## src/rtl/msm_pkg.sv

```systemverilog
package msm_pkg;

    // ==================================================================
    // Clock, tick and bus widths
    // ==================================================================
    localparam int CLK_PERIOD_NS = 10;
    localparam int TICK_MS = 1;
    localparam int TICK_CYCLES = TICK_MS * 1000000 / CLK_PERIOD_NS;
    localparam int TW = 20;
    localparam int AW = 8;
    localparam int DW = 32;

    // ==================================================================
    // Fixed times, in milliseconds, and their tick counts
    // ==================================================================
    localparam int OFF_DELAY_MS = 50;
    localparam int FLASH_HALF_MS = 500;
    localparam logic [5:0] OFF_DELAY_TICKS = 6'(OFF_DELAY_MS / TICK_MS);
    localparam logic [8:0] FLASH_TICKS = 9'(FLASH_HALF_MS / TICK_MS);

    // ==================================================================
    // Default time limits per mode
    // ==================================================================
    localparam int L_PAIR_S = 3;
    localparam int T_PAIR_S = 4;
    localparam int F_PAIR_S = 4;
    localparam int GAP_MIN_MS = 50;
    localparam int MUTE_MAX_MIN = 5;
    localparam int OVR_MAX_S = 20;
    localparam int L_FIELD_S = 3;
    localparam int T_FIELD_S = 4;
    localparam int F_FIELD_S = 5;

    // ==================================================================
    // Register offsets and status fields
    // ==================================================================
    localparam logic [AW-1:0] OFS_CTRL = 8'h00;
    localparam logic [AW-1:0] OFS_PAIR = 8'h04;
    localparam logic [AW-1:0] OFS_GAP = 8'h08;
    localparam logic [AW-1:0] OFS_MUTE = 8'h0c;
    localparam logic [AW-1:0] OFS_OVR = 8'h10;
    localparam logic [AW-1:0] OFS_FIELD = 8'h14;
    localparam logic [AW-1:0] OFS_STATUS = 8'h18;
    localparam int STS_STATE = 0;
    localparam int STS_MUTED = 3;
    localparam int STS_SAFETY = 4;
    localparam int STS_OVR = 5;
    localparam int STS_TERR = 6;
    localparam int STS_SERR = 7;
    localparam int STS_LAMP = 8;
    localparam int STS_INPUTS = 9;

    typedef enum logic [1:0] {
        MODE_L = 2'b00,
        MODE_TEN = 2'b01,
        MODE_FOUR = 2'b10
    } msm_mode_t;

    typedef enum logic [2:0] {
        ST_IDLE = 3'b000,
        ST_FIRST = 3'b001,
        ST_MUTED = 3'b010,
        ST_DONE = 3'b011,
        ST_ERROR = 3'b100
    } msm_state_t;

    // Filtered sensor and field levels, one bit each, high when active.
    typedef struct packed {
        logic outer_a;
        logic inner_a;
        logic inner_b;
        logic outer_b;
        logic upstream;
        logic downstream;
        logic field;
    } msm_in_t;

    // Time limits, all in ticks.
    typedef struct packed {
        logic [TW-1:0] pair;
        logic [TW-1:0] gap;
        logic [TW-1:0] mute;
        logic [TW-1:0] ovr;
        logic [TW-1:0] field;
    } msm_cfg_t;

    function automatic logic [TW-1:0] msm_ms(input int ms);
        return TW'(ms / TICK_MS);
    endfunction : msm_ms

    function automatic msm_cfg_t msm_defaults(input msm_mode_t m);
        msm_cfg_t c;
        c.gap = msm_ms(GAP_MIN_MS);
        c.mute = msm_ms(MUTE_MAX_MIN * 60000);
        c.ovr = msm_ms(OVR_MAX_S * 1000);
        c.pair = msm_ms(F_PAIR_S * 1000);
        c.field = msm_ms(F_FIELD_S * 1000);
        if (m == MODE_L) begin
            c.pair = msm_ms(L_PAIR_S * 1000);
            c.field = msm_ms(L_FIELD_S * 1000);
        end else if (m == MODE_TEN) begin
            c.pair = msm_ms(T_PAIR_S * 1000);
            c.field = msm_ms(T_FIELD_S * 1000);
        end
        return c;
    endfunction : msm_defaults

endpackage : msm_pkg

```

## src/rtl/msm_monitor.sv

```systemverilog
`timescale 1ns/1ns

// Overview of operation
// L mode mutes only if both sensors activate within the pair window.
// L muting ends on field timeout, field clear or maximum mute time.
// L defaults: 3 s pair, 50 ms gap, 5 min, 20 s, 3 s; adjustable.
// Enable mode starts a sequence only while the conveyor enable is low.
// Enable mode mutes only while enable plus the leading side sensor hold.
// Enable mode sets no limit between enable low and side sensor low.
// Enable mode needs both side sensors within pair window, under mute max.
// Enable mode ends when the active pair drops or mute max expires.
// New enable sequence only after enable goes high then low again.
// Enable defaults: 4 s pair, 5 min mute, 20 s override, 4 s field.
// Enable timing error flashes lamp at 1 Hz and raises timing error.
// Object stalled at first sensor: error, flashing, safety pair stays on.
// Enable going high clears timing, sequence and muting errors.
// Four-sensor mode works both ways; mutes once second sensor blocks.
// Four-sensor first two within pair window, spaced above minimum gap.
// Four-sensor sequence succeeds only with all four active together.
// Four-sensor muting ends when a last sensor drops or mute max expires.
// Four defaults: 4 s pair, 50 ms gap, 5 min, 20 s, 5 s field.
// Sensors and field interruption get a fixed 50 ms off-delay.
// Lamp steady while muted, flashing on a sequence error.
// Field interrupted without valid muting switches the safety pair off.
// Override re-enables outputs until its limit or the field clears.
// Time limits are tick counters from registers, restarted per sequence.
// One mode is selected; a mode change or reset returns to idle.
module msm_monitor #(
    parameter int TICK_CYCLES = msm_pkg::TICK_CYCLES
) (
    // Clock and reset.
    input wire logic core_clk,
    input wire logic reset,
    // Register port.
    input wire logic [msm_pkg::AW-1:0] reg_addr,
    input wire logic [msm_pkg::DW-1:0] reg_wdata,
    input wire logic reg_write,
    input wire logic reg_read,
    output logic [msm_pkg::DW-1:0] reg_rdata,
    // Sensor and field inputs, high when active.
    input wire logic mute_sensor_outer_a,
    input wire logic mute_sensor_inner_a,
    input wire logic mute_sensor_inner_b,
    input wire logic mute_sensor_outer_b,
    input wire logic side_sensor_upstream,
    input wire logic side_sensor_downstream,
    input wire logic protective_field,
    // Conveyor enable, active low, and override button.
    input wire logic conveyor_enable_input_n,
    input wire logic override_button,
    // Outputs.
    output logic safety_output_pair,
    output logic mute_lamp,
    output logic muted,
    output logic mute_timing_error,
    output logic mute_sequence_error,
    output logic muting_error
);

    // ==================================================================
    // Tick divider and off-delay filters
    // ==================================================================
    logic [31:0] div_q;
    logic tick;
    msm_pkg::msm_in_t raw, f;
    logic [6:0] raw_v, f_v;
    // One enable pulse per tick; every time limit counts these.
    always_ff @(posedge core_clk) begin
        if (reset || div_q == 32'(TICK_CYCLES - 1)) begin
            div_q <= 32'h0;
        end else begin
            div_q <= div_q + 32'h1;
        end
    end
    assign tick = (div_q == 32'(TICK_CYCLES - 1));

    assign raw = '{mute_sensor_outer_a, mute_sensor_inner_a,
        mute_sensor_inner_b, mute_sensor_outer_b, side_sensor_upstream,
        side_sensor_downstream, protective_field};
    assign raw_v = raw;
    assign f = f_v;
    // Off-delay bridges short gaps in irregular loads; rising edges pass
    // at once so a real interruption is never delayed.
    for (genvar i = 0; i < 7; i++) begin : g_filt
        logic [5:0] hold_q;
        always_ff @(posedge core_clk) begin
            if (reset) begin
                hold_q <= 6'h0;
            end else if (raw_v[i]) begin
                hold_q <= msm_pkg::OFF_DELAY_TICKS;
            end else if (tick && hold_q != 6'h0) begin
                hold_q <= hold_q - 6'h1;
            end
        end
        assign f_v[i] = raw_v[i] || hold_q != 6'h0;
    end

    // ==================================================================
    // Registers
    // ==================================================================
    msm_pkg::msm_mode_t mode_q;
    msm_pkg::msm_cfg_t cfg_q;
    logic mode_chg_q;
    logic [msm_pkg::DW-1:0] status;
    msm_pkg::msm_state_t state_q, state_d;
    logic ovr_q, terr_q, serr_q, flash_q, btn_q;

    // Writing the mode reloads that mode's default limits.
    always_ff @(posedge core_clk) begin
        if (reset) begin
            mode_q <= msm_pkg::MODE_L;
            cfg_q <= msm_pkg::msm_defaults(msm_pkg::MODE_L);
            mode_chg_q <= 1'b0;
        end else begin
            mode_chg_q <= 1'b0;
            if (reg_write && reg_addr == msm_pkg::OFS_CTRL
                    && reg_wdata[1:0] != 2'b11) begin
                mode_q <= msm_pkg::msm_mode_t'(reg_wdata[1:0]);
                cfg_q <= msm_pkg::msm_defaults(
                    msm_pkg::msm_mode_t'(reg_wdata[1:0]));
                mode_chg_q <= reg_wdata[1:0] != mode_q;
            end else if (reg_write) begin
                case (reg_addr)
                    msm_pkg::OFS_PAIR: cfg_q.pair <= reg_wdata[19:0];
                    msm_pkg::OFS_GAP: cfg_q.gap <= reg_wdata[19:0];
                    msm_pkg::OFS_MUTE: cfg_q.mute <= reg_wdata[19:0];
                    msm_pkg::OFS_OVR: cfg_q.ovr <= reg_wdata[19:0];
                    msm_pkg::OFS_FIELD: cfg_q.field <= reg_wdata[19:0];
                    default: ;
                endcase
            end
        end
    end
    always_comb begin
        status = '0;
        status[msm_pkg::STS_STATE +: 3] = state_q;
        status[msm_pkg::STS_MUTED] = muted;
        status[msm_pkg::STS_SAFETY] = safety_output_pair;
        status[msm_pkg::STS_OVR] = ovr_q;
        status[msm_pkg::STS_TERR] = terr_q;
        status[msm_pkg::STS_SERR] = serr_q;
        status[msm_pkg::STS_LAMP] = mute_lamp;
        status[msm_pkg::STS_INPUTS +: 7] = f_v;
    end
    // Read data stands only in the cycle after the strobe.
    always_ff @(posedge core_clk) begin
        if (reset || !reg_read) begin
            reg_rdata <= '0;
        end else begin
            case (reg_addr)
                msm_pkg::OFS_CTRL: reg_rdata <= 32'(mode_q);
                msm_pkg::OFS_PAIR: reg_rdata <= 32'(cfg_q.pair);
                msm_pkg::OFS_GAP: reg_rdata <= 32'(cfg_q.gap);
                msm_pkg::OFS_MUTE: reg_rdata <= 32'(cfg_q.mute);
                msm_pkg::OFS_OVR: reg_rdata <= 32'(cfg_q.ovr);
                msm_pkg::OFS_FIELD: reg_rdata <= 32'(cfg_q.field);
                msm_pkg::OFS_STATUS: reg_rdata <= status;
                default: reg_rdata <= '0;
            endcase
        end
    end

    // ==================================================================
    // Sequence checker
    // ==================================================================
    logic dir_q, dir_d, restart, set_terr, set_serr;
    logic seen_q, all4_q, both_q, en_act, four, ten;
    logic lead, pair_ok, last_ok, pair_act, any_in;
    logic [msm_pkg::TW-1:0] seq_cnt_q, mute_cnt_q, field_cnt_q, ovr_cnt_q;

    assign en_act = !conveyor_enable_input_n;
    assign four = mode_q == msm_pkg::MODE_FOUR;
    assign ten = mode_q == msm_pkg::MODE_TEN;
    assign lead = four ? (dir_q ? f.outer_b : f.outer_a)
        : (f.outer_a || f.inner_a);
    assign pair_ok = four && dir_q ? (f.outer_b && f.inner_b)
        : (f.outer_a && f.inner_a);
    assign last_ok = dir_q ? (f.outer_a && f.inner_a)
        : (f.outer_b && f.inner_b);
    assign pair_act = en_act && (dir_q ? f.downstream : f.upstream);
    assign any_in = |f_v[6:1];

    always_comb begin
        state_d = state_q;
        dir_d = dir_q;
        restart = 1'b0;
        set_terr = 1'b0;
        set_serr = 1'b0;
        case (state_q)
            msm_pkg::ST_IDLE: begin
                if (ten) begin
                    // No limit from enable to sensor; only both are needed.
                    if (en_act && (f.upstream || f.downstream)) begin
                        state_d = msm_pkg::ST_MUTED;
                        dir_d = !f.upstream;
                        restart = 1'b1;
                    end
                end else if (four ? (f.outer_a || f.outer_b)
                        : (f.outer_a || f.inner_a)) begin
                    state_d = msm_pkg::ST_FIRST;
                    dir_d = four && !f.outer_a;
                    restart = 1'b1;
                end
            end
            msm_pkg::ST_FIRST: begin
                if (!lead) begin
                    state_d = msm_pkg::ST_IDLE;
                end else if (pair_ok) begin
                    if (seq_cnt_q < cfg_q.gap) begin
                        state_d = msm_pkg::ST_ERROR;
                        set_serr = 1'b1;
                    end else begin
                        state_d = msm_pkg::ST_MUTED;
                    end
                end else if (seq_cnt_q >= cfg_q.pair) begin
                    state_d = msm_pkg::ST_ERROR;
                    set_terr = 1'b1;
                end
            end
            msm_pkg::ST_MUTED: begin
                if (mute_cnt_q >= cfg_q.mute
                        || field_cnt_q >= cfg_q.field) begin
                    state_d = msm_pkg::ST_ERROR;
                    set_terr = 1'b1;
                end else if (ten) begin
                    if (!pair_act) begin
                        state_d = both_q ? msm_pkg::ST_DONE
                            : msm_pkg::ST_ERROR;
                        set_serr = !both_q;
                    end else if (!both_q && seq_cnt_q >= cfg_q.pair) begin
                        state_d = msm_pkg::ST_ERROR;
                        set_terr = 1'b1;
                    end
                end else if (four) begin
                    if (all4_q && !last_ok) begin
                        state_d = msm_pkg::ST_DONE;
                    end else if (!all4_q && !pair_ok) begin
                        state_d = msm_pkg::ST_ERROR;
                        set_serr = 1'b1;
                    end
                end else if (seen_q && !f.field) begin
                    state_d = msm_pkg::ST_DONE;
                end
            end
            msm_pkg::ST_DONE, msm_pkg::ST_ERROR: begin
                // Enable mode rearms only on enable high; others wait
                // for the material to clear every sensor and the field.
                if (ten ? !en_act : !(any_in || f.field)) begin
                    state_d = msm_pkg::ST_IDLE;
                end
            end
            default: state_d = msm_pkg::ST_IDLE;
        endcase
    end

    always_ff @(posedge core_clk) begin
        if (reset || mode_chg_q) begin
            state_q <= msm_pkg::ST_IDLE;
            dir_q <= 1'b0;
        end else begin
            state_q <= state_d;
            dir_q <= dir_d;
        end
    end
    // Progress flags within one muted period.
    always_ff @(posedge core_clk) begin
        if (reset || state_q != msm_pkg::ST_MUTED) begin
            seen_q <= 1'b0;
            all4_q <= 1'b0;
            both_q <= 1'b0;
        end else begin
            seen_q <= seen_q || f.field;
            all4_q <= all4_q || (&f_v[6:3]);
            both_q <= both_q || (f.upstream && f.downstream);
        end
    end

    // ==================================================================
    // Tick counters
    // ==================================================================
    function automatic logic [msm_pkg::TW-1:0] sat_inc(
            input logic [msm_pkg::TW-1:0] v, input logic t);
        return (t && v != '1) ? v + 20'h1 : v;
    endfunction : sat_inc

    always_ff @(posedge core_clk) begin
        seq_cnt_q <= (reset || restart) ? '0 : sat_inc(seq_cnt_q, tick);
        mute_cnt_q <= (reset || !muted) ? '0 : sat_inc(mute_cnt_q, tick);
        field_cnt_q <= (reset || !(muted && f.field)) ? '0
            : sat_inc(field_cnt_q, tick);
        ovr_cnt_q <= (reset || !ovr_q) ? '0 : sat_inc(ovr_cnt_q, tick);
    end

    // ==================================================================
    // Errors, override and outputs
    // ==================================================================
    logic [8:0] flash_cnt_q;
    logic clr_err;

    // A set in the same cycle as a clear wins, so no event is lost.
    assign clr_err = ten ? !en_act
        : (state_q == msm_pkg::ST_ERROR && state_d == msm_pkg::ST_IDLE);
    always_ff @(posedge core_clk) begin
        if (reset || mode_chg_q) begin
            terr_q <= 1'b0;
            serr_q <= 1'b0;
        end else begin
            terr_q <= set_terr || (terr_q && !clr_err);
            serr_q <= set_serr || (serr_q && !clr_err);
        end
    end
    // Half period of 500 ms gives the 1 Hz flash.
    always_ff @(posedge core_clk) begin
        if (reset || !(terr_q || serr_q)) begin
            flash_cnt_q <= 9'h0;
            flash_q <= 1'b1;
        end else if (tick) begin
            if (flash_cnt_q == msm_pkg::FLASH_TICKS - 9'h1) begin
                flash_cnt_q <= 9'h0;
                flash_q <= !flash_q;
            end else begin
                flash_cnt_q <= flash_cnt_q + 9'h1;
            end
        end
    end
    // A fresh press while the field blocks arms it; holding cannot extend it.
    always_ff @(posedge core_clk) begin
        btn_q <= override_button && !reset;
        if (reset || !f.field || (ovr_q && ovr_cnt_q >= cfg_q.ovr)) begin
            ovr_q <= 1'b0;
        end else if (override_button && !btn_q && !muted) begin
            ovr_q <= 1'b1;
        end
    end
    // A stalled object leaves the field clear, so outputs stay on.
    always_ff @(posedge core_clk) begin
        if (reset) begin
            safety_output_pair <= 1'b0;
            mute_lamp <= 1'b0;
        end else begin
            safety_output_pair <= !(f.field && !muted && !ovr_q);
            mute_lamp <= (state_d == msm_pkg::ST_MUTED)
                || ((terr_q || serr_q) && flash_q);
        end
    end

    assign muted = state_q == msm_pkg::ST_MUTED;
    assign mute_timing_error = terr_q;
    assign mute_sequence_error = serr_q;
    assign muting_error = terr_q || serr_q;
endmodule : msm_monitor

```

## config.mk

```make
export PLATFORM = sky130hd
export DESIGN_NAME = msm_monitor
export DESIGN_NICKNAME = d
export VERILOG_FILES = /design/src/rtl/msm_pkg.sv /design/src/rtl/msm_monitor.sv
export SDC_FILE = /design/constraint.sdc
export NUM_CORES = 1
export LEC_CHECK = 0
export BUFFER_PORTS_ARGS = -buffer_cell sky130_fd_sc_hd__buf_4
export CORE_MARGIN = 10
export CORE_UTILIZATION = 60
export DETAILED_ROUTE_END_ITERATION = 8
export GPL_ROUTABILITY_DRIVEN = 1
export PLACE_DENSITY = 0.88
export REMOVE_ABC_BUFFERS = 1
export SYNTH_ARGS = -nofsm -noshare
export SYNTH_HDL_FRONTEND = slang
export SYNTH_SLANG_ARGS = --single-unit
```

## constraint.sdc

```tcl
create_clock -name core_clk -period 7.6 [get_ports core_clk]
set_input_delay 1.52 -clock core_clk [delete_from_list [all_inputs] [get_ports core_clk]]
set_output_delay 1.52 -clock core_clk [all_outputs]
set_load 0.005 [all_outputs]
```

# After elaboration in Yosys (flattened, before gate mapping)

Cells that the tools add are included.

Register bits: 312
Output and inout port bits: 38
Input bits: 53
Word-level logic and storage cells: 285

Equality and inequality tests: 24
$add $sub $neg: 13
Order comparisons: 5
Reductions and logical operators: 125
Mux-type cells: 77
Bitwise gates (word level): 1

Operators by type and width:

| operator                                              | number |
|---|---|
| 2-to-1 mux 100 bit                                    | 2 |
| one-hot mux 20 bit (7 select lines)                   | 1 |
| 2-to-1 mux 20 bit                                     | 5 |
| 2-to-1 mux 6 bit                                      | 14 |
| adder 20 x 1 -> 20 bit, second input constant         | 4 |
| >= comparator 20 bit                                  | 4 |
| != test 20 bit, second input constant                 | 4 |
| 2-to-1 mux 3 bit                                      | 17 |
| nonzero test 6 bit                                    | 7 |
| subtractor 6 x 1 -> 6 bit, second input constant      | 7 |
| logical AND 1 bit                                     | 35 |
| adder 32 x 1 -> 32 bit, second input constant         | 1 |
| equality test 32 x 17 -> 1 bit, second input constant | 1 |
| 2-to-1 mux 1 bit                                      | 31 |
| logical OR 1 bit                                      | 30 |
| 2-to-1 mux 13 bit                                     | 2 |
| equality test 8 x 5 -> 1 bit, second input constant   | 3 |
| nonzero test 2 bit                                    | 11 |
| < comparator 20 bit                                   | 1 |
| OR reduction 2 bit                                    | 10 |
| logical NOT 1 bit                                     | 19 |
| equality test 8 x 4 -> 1 bit, second input constant   | 2 |
| one-hot mux 3 bit (4 select lines)                    | 1 |
| AND reduction 2 bit                                   | 6 |
| other kinds (22)                                      | 27 |

# Longest topological paths before layout

Gate-level depths: netlist of run 1.

Word-level depth: 18
Depth in mapped cells: 11
Mapped depth without buffers: 10

# Worst setup path before layout of run 1

Ideal clock, no wire load.

Path type: input to register
From: input port reg_addr[5] (netlist name)
To: register cfg_q[75] (netlist name)
Required time: 7.530 ns
Path slack: 4.205 ns
Library setup time: 0.070 ns
Cell stages on the path: 8
Arrival time: 3.325 ns
Buffers on the path: 2
Path through: nor4_1 -> nor3b_1 -> buf_2 -> nand2_1 -> nor3b_1 -> clkbuf_1 -> nand2_1 -> a21oi_1

Word-level cells in the longest chain between the ends: 4
Elaborated cells on any way between the ends: 6
Classes of those cells: eq/ne (1); reduce/logical (5)

Ends and longest elaborated chain:

| what                         | RTL line           | text |
|---|---|---|
| start, declared              | msm_monitor.sv:35  | `input wire logic [msm_pkg::AW-1:0] reg_addr,` |
| logical NOT 8 bit            | msm_monitor.sv:116 | `if (reg_write && reg_addr == msm_pkg::OFS_CTRL` |
| logical AND 1 bit            | msm_monitor.sv:116 |  |
| logical AND 1 bit            | msm_monitor.sv:117 | `&& reg_wdata[1:0] != 2'b11) begin` |
| OR reduction 2 bit (no line) | -                  |  |
| end signal, assigned         | msm_monitor.sv:112 | `cfg_q <= msm_pkg::msm_defaults(msm_pkg::MODE_L);` |
| end signal, assigned         | msm_monitor.sv:119 | `cfg_q <= msm_pkg::msm_defaults(` |
| end, declared                | msm_monitor.sv:102 | `msm_pkg::msm_cfg_t cfg_q;` |

Several ways; a longest one is shown, not always the timed one.
A chain may end at the register's enable or synchronous reset.

# Final worst setup path of run 1

From: input port reg_addr[5] (netlist name)
To: register cfg_q[33] (netlist name)

The elaborated chain is that of the path after synthesis.

==> out/metrics.yaml, run 1 <==
run_status:
  outcome: "completed"
routing:
  dr.pass1.iters: 7
  drc: 0
  vias: 14700
  via_per_inst: 6.25
  drt_iter0_drc: 1816
  finalWirelength_mm: 45.0
  postRouteAntennaNets: 0
  wl_per_cell_um: 19.1
floorplan:
  coreArea_sq_mm: 0.0260
  fp.dieArea_sq_mm: 0.0333
  io_pins: 91
  rows: 59
  die_h_um: 182
  die-width_um: 182
  initial_core_util: 0.609
sta:
  whs_ns: 0.442
  hold_violations: 0
  timing.fmax_mhz: 266
  clock_skew_ns: 0.0133
  tightestPinTransition_ns: 1.07
  finalCriticalPeriod_ns: 3.76
  finalCritPeriodShare: 0.495
  rsz0062_at_grt: "no"
  tns_ns: 0
  maxSlewHeadroom: 0.286
  maxSlewViolCount: 0
  finalSetupViolCount: 0
cts:
  hold_buffers: 0
  root_buffer: "clkbuf_16"
  cts_sinks: 300
  cts_htree_levels: 1
  cts_buffers: 31
  path_clk_slew_ns: 0.06
  postCtsSetupBuffers: 0
  clk_latency_ns: 0.56
  ctsResizeCount: 0
  cts.path.max_buffers: 3
  cts_tree: "built"
pwr:
  switching_share: 0.230
  p_clk_frac: 0.460
  comb_power_share: 0.053
  p_sw_w: 0.000757
  internal_power_w: 0.00253
  p_per_area_mw_per_mm2: 189
  finalPower_w: 0.00329
  power_frac_seq: 0.487
  ir_worst_vdd_uv: 159
  leakage_nw: 6.67
critical_path:
  cp_max_fo: 55
  setup.worst_path.end_class: "register"
  critPathTopFamily: "simple AND/OR/NAND/NOR gates"
  cpMostUsedCell: "buf_4"
  path_cells: "buf_4 -> nor4_1 -> nor3b_2 -> buf_4 -> nand4_1 -> nand2_2 -> buf_4 -> a21oi_1"
  crit_slowest_cell: "buf_4"
  worstSetupPathType: "primary input to register"
  cpPeakStageDelay_ns: 0.57
  cp_data_arrival_time_ns: 4.17
  startpoint_type: "primary input"
  crit_required_ns: 8.01
  critPathBufInv: 3
logic_synthesis:
  syn_avg_cell_area_sq_um: 8.04
  synth_common_cells: "dfxtp_1, nand2_1, nor2_1, a21oi_1, inv_1"
  synth_area_leaders: "dfxtp_1, ha_1, nand2_1"
  yosysWarnings: 0
  async_flop_share: 0
  syn_inst: 1969
  ys_seq_elements: 300
  ys_seq_area_frac: 0.380
  ys.flop_type: "dfxtp_1"
  ys_types: 79
  syn_area_sq_mm: 0.0158
  synth_edf_count: 0
  synth_area_leader_cell: "dfxtp_1"
  synth.most_common_cell: "dfxtp_1"
  synth_top_area_frac: 0.380
job:
  cap_violations: 0
global_route:
  grt_usage: 0.260
  grt_overflow_total: 0
  antenna_found_initial: 0
  grt_pass1_vias: 14200
  grt_max_degree: 57
  grt_pass1_wl_mm: 72.7
placed_design:
  gp_congestion: 0.989
  place_hpwl_mm: 32.2
  place_area_sq_mm: 0.0164
  io_buffers: 66
min_path:
  hp-class: "register to register"
layout:
  antenna_cells: 0
  area_delta_synth_final_pct: 10.3
  stdcell_area_sq_mm: 0.0175
  drive_gt1_frac: 0.0768
  fin_nets: 2164
==> cells by family after synthesis <==
family / share of synthesized area
and+or+nand+nor: 0.236
AOI/OAI and AO/OA: 0.155
DFF: 0.380
buffers and inverters: 0.0610
xor gates and xnor gates: 0.0692
adders and majority gates: 0.0917
muxes: 0.00783
other: 0.000237
==> power groups by stage <==
stage	logic (W)	clock network [W]	registers, W
4_1_cts	0.000168	0.00152	0.00160
2_1_floorplan	0.0000849	0	0.00163
6_report	0.000174	0.00151	0.00160
5_1_grt	0.000186	0.00158	0.00160
3_3_place_gp	0.000162	0	0.00164
3_5_place_dp	0.000166	0	0.00164
==> final timing paths <==
check | from | to | slack (ns) | cells past startpoint
max | reg_addr[5] | cfg_q[33] | 3.84 | 8
min | div_q[0] | div_q[0] | 0.44 | 1
max reg2reg | div_q[0] | field_cnt_q[17] | 4.53 | 10
min reg2reg | div_q[0] | div_q[0] | 0.44 | 1
==> cells in the final DEF, fill, tap and decap left out, drive strengths merged, types with 27 or more instances in the layout <==
| cell | instances |
|---|---|
| nand2 | 295 |
| and3 | 27 |
| buf | 78 |
| o211ai | 34 |
| nand3 | 68 |
| xnor2 | 53 |
| a21oi | 157 |
| inv | 138 |
| clkbuf | 47 |
| o21ai | 67 |
| ha | 116 |
| nor3 | 55 |
| xor2 | 72 |
| dfxtp | 300 |
| nor2 | 197 |
| nand4 | 41 |
==> final cells by class <==
| cell class | count | area (sq um) |
|---|---|---|
| fill | 2049 | 8530 |
| inverter | 139 | 522 |
| clock buffer | 47 | 916 |
| sequential | 300 | 6010 |
| clock inverter | 8 | 90.1 |
| multi-input combinational | 1445 | 8920 |
| tap | 335 | 419 |
| timing repair buffer | 78 | 586 |
==> per-layer routing <==
| metal | share of wire | GRT usage | vias to the layer above |
|---|---|---|---|
| li1 | - | - | 6847 |
| met2 | 0.45 | 0.423 | 763 |
| met4 | 0.051 | 0.127 | 0 |
| met5 | 0 | 0 | - |
| met3 | 0.098 | 0.0493 | 164 |
| met1 | 0.40 | 0.325 | 6925 |
==> flip-flops by register name, indices dropped and copies added (netlist names), 2 cells and up <==
| register | count |
|---|---|
| state_q | 3 |
| cfg_q | 100 |
| ovr_cnt_q | 20 |
| flash_cnt_q | 9 |
| field_cnt_q | 20 |
| g_filt.hold_q | 42 |
| seq_cnt_q | 20 |
| mute_cnt_q | 20 |
| mode_q | 2 |
| div_q | 32 |
| reg_rdata | 20 |
==> stage by stage <==
step / util / setup WS [ns] / cells
5_1_grt: 0.672 / 3.70 / 2352
3_5_place_dp: 0.633 / 3.40 / 2297
2_1_floorplan: - / 2.02 / 1884
3_3_place_gp: 0.633 / 3.45 / 2297
4_1_cts: 0.672 / 3.95 / 2352
6_report: 0.672 / 3.84 / 2352
Power figures use the tool's default switching activity.
==> run 2: changes to the inputs <==
clock period = 3.6 ns   (was 7.6 ns; I/O delays follow)
==> run 2 against run 1 <==
  * Worst setup slack lost 3.4 ns
  * Power grew 120%
  * Global-route usage grew 0.25 points
  * Wire length grew 1.6%
  * Critical path depth is the same
  * Critical path type is now register to register
  * Critical endpoint is now field_cnt_q[15]
  * Highest routed layer unchanged
==> out/metrics.yaml, run 2 (synthesis gave the netlist of run 1 again) <==
floorplan:
  initial_core_util: 0.609  # unchanged
  die_h_um: 182  # unchanged
  io_pins: 91  # unchanged
  rows: 59  # unchanged
  die-width_um: 182  # unchanged
  fp.dieArea_sq_mm: 0.0333  # unchanged
  coreArea_sq_mm: 0.0260  # unchanged
pwr:
  p_sw_w: 0.00166  # +120%
  comb_power_share: 0.051  # -0.002
  p_per_area_mw_per_mm2: 407  # +120%
  power_frac_seq: 0.471  # -0.016
  switching_share: 0.231  # +0.00128
  ir_worst_vdd_uv: 322  # +100%
  leakage_nw: 6.78  # +1.6%
  p_clk_frac: 0.478  # +0.018
  internal_power_w: 0.00553  # +120%
placed_design:
  gp_congestion: 1.01  # +1.8%
  io_buffers: 66  # unchanged
  dp.cells: 2309  # +0.52%
  place_hpwl_mm: 32.9  # +2.1%
  dp_slack_ns: 0.475  # -2.92 ns
critical_path:
  cpMostUsedCell: "or3_1"
  cpPeakStageDelay_ns: 0.65  # +0.08 ns
  path_cells: "ha_1 -> and4_4 -> nand2_1 -> or3_1 -> a41oi_4 -> nand4_1 -> or3_1 -> a21oi_1"
  setup.worst_path.end_class: "register"
  crit_required_ns: 4.01  # -4.00 ns
  cp_data_arrival_time_ns: 3.60  # -0.57 ns
  startpoint_type: "register"
  worstSetupPathType: "register to register"
  cp_max_fo: 11  # -80%
  crit_slowest_cell: "or3_1"
global_route:
  grt_pass1_wl_mm: 72.7  # about the same
  grt_usage: 0.263  # +0.00253
  grt_max_degree: 56  # -1.8%
  grt_overflow_total: 0  # unchanged
  antenna_found_initial: 0  # unchanged
  grt_pass1_vias: 14000  # -0.86%
routing:
  dr.pass1.iters: 6  # -1
  vias: 14700  # +0.23%
  finalWirelength_mm: 45.7  # +1.6%
  postRouteAntennaNets: 0  # unchanged
  via_per_inst: 6.22  # -0.49%
  drt_iter0_drc: 1874  # +3.2%
  drc: 0  # unchanged
  wl_per_cell_um: 19.3  # +0.90%
layout:
  top_register: "cfg_q"
  final_cell_mix: "dfxtp_1, nand2_1, nor2_1"
  fin_util: 0.680  # +0.00814
  drive_gt1_frac: 0.0846  # +0.00772
  fillers: 2031  # -0.88%
  final_common_cell: "dfxtp_1"
  fin_nets: 2179  # +0.69%
  largest_reg_flops: 100  # unchanged
  antenna_cells: 0  # unchanged
  top_regs: "cfg_q: 100 flops, g_filt.hold_q: 42 flops, div_q: 32 flops"
  stdcell_count: 2369  # +0.72%
  area_delta_synth_final_pct: 11.7
cts:
  root_buffer: "clkbuf_16"
  clk_latency_ns: 0.51  # -0.05 ns
  path_clk_slew_ns: 0.06  # about the same
  cts_sinks: 300  # unchanged
  postCtsSetupBuffers: 0  # unchanged
  cts_htree_levels: 2  # +1
  cts.path.max_buffers: 3  # unchanged
  cts_tree: "built"
  hold_buffers: 0  # unchanged
  ctsResizeCount: 0  # unchanged
  cts_buffers: 34  # +9.7%
sta:
  rsz0062_at_grt: "no"
  maxSlewHeadroom: 0.389  # +0.103
  maxSlewViolCount: 0  # unchanged
  tightestPinTransition_ns: 0.908  # -0.163 ns
  finalSetupViolCount: 0  # unchanged
  finalWorstSetupSlack_ns: 0.415  # -3.42 ns
  finalCritPeriodShare: 0.885
  clock_skew_ns: 0.0143  # +0.000966 ns
  timing.fmax_mhz: 314
  finalCriticalPeriod_ns: 3.19
  hold_violations: 0  # unchanged
job:
  cap_violations: 0  # unchanged
run_status:
  outcome: "completed"
min_path:
  hp-class: "primary input to register"
[run 2: layout make-up]
cell class	instances	area [sq um]	area share
Clock buffer	49	988	0.0559
Clock inverter	11	114	0.00644
Inverter	139	522	0.0295
Multi-Input combinational cell	1445	8920	0.505
Sequential cell	300	6010	0.340
Tap cell	335	419	0.0237
Timing Repair Buffer	90	701	0.0397
[run 2: final timing paths]
path | startpoint | end | slack, ns | cells after the start
max | div_q[0] | field_cnt_q[15] | 0.41 | 8
min reg2reg | cfg_q[68] | cfg_q[68] | 0.45 | 2
max reg2reg | div_q[0] | field_cnt_q[15] | 0.41 | 8
min | mute_sensor_outer_a | g_filt[6].hold_q[0] | 0.40 | 2
[run 2: worst max-delay path: cells and delay by family (launching register included)]
family	cells	cell delay, ns
flops	1	0.37
compound gates	2	0.58
fa+ha+maj	1	0.24
simple gates	5	1.91
[run 2: power by group through the flow]
stage	clock, W	combinational (W)	sequential [W]
3_5_place_dp	0	0.000355	0.00346
4_1_cts	0.00345	0.000359	0.00338
5_1_grt	0.00359	0.000399	0.00339
6_report	0.00344	0.000371	0.00339
2_1_floorplan	0	0.000179	0.00345
3_3_place_gp	0	0.000345	0.00345
[run 2: stage by stage]
| stage | hold slack [ns] | area [sq um] | TNS (ns) | total power, W |
|---|---|---|---|---|
| final | 0.405 | 17700 | 0 | 0.00720 |
| after detailed placement | 0.446 | 16600 | 0 | 0.00381 |
| after CTS | 0.395 | 17700 | 0 | 0.00719 |
| after global placement | 0.422 | 16600 | 0 | 0.00380 |
| after floorplan | 0.413 | 15400 | -94.08 | 0.00363 |
| after global routing | 0.404 | 17700 | 0 | 0.00738 |
[run 2: metal layers]
layer | GRT usage | part of all wire
met5 | 0 | 0
met4 | 0.121 | 0.044
met3 | 0.0582 | 0.094
met2 | 0.440 | 0.47
met1 | 0.315 | 0.39
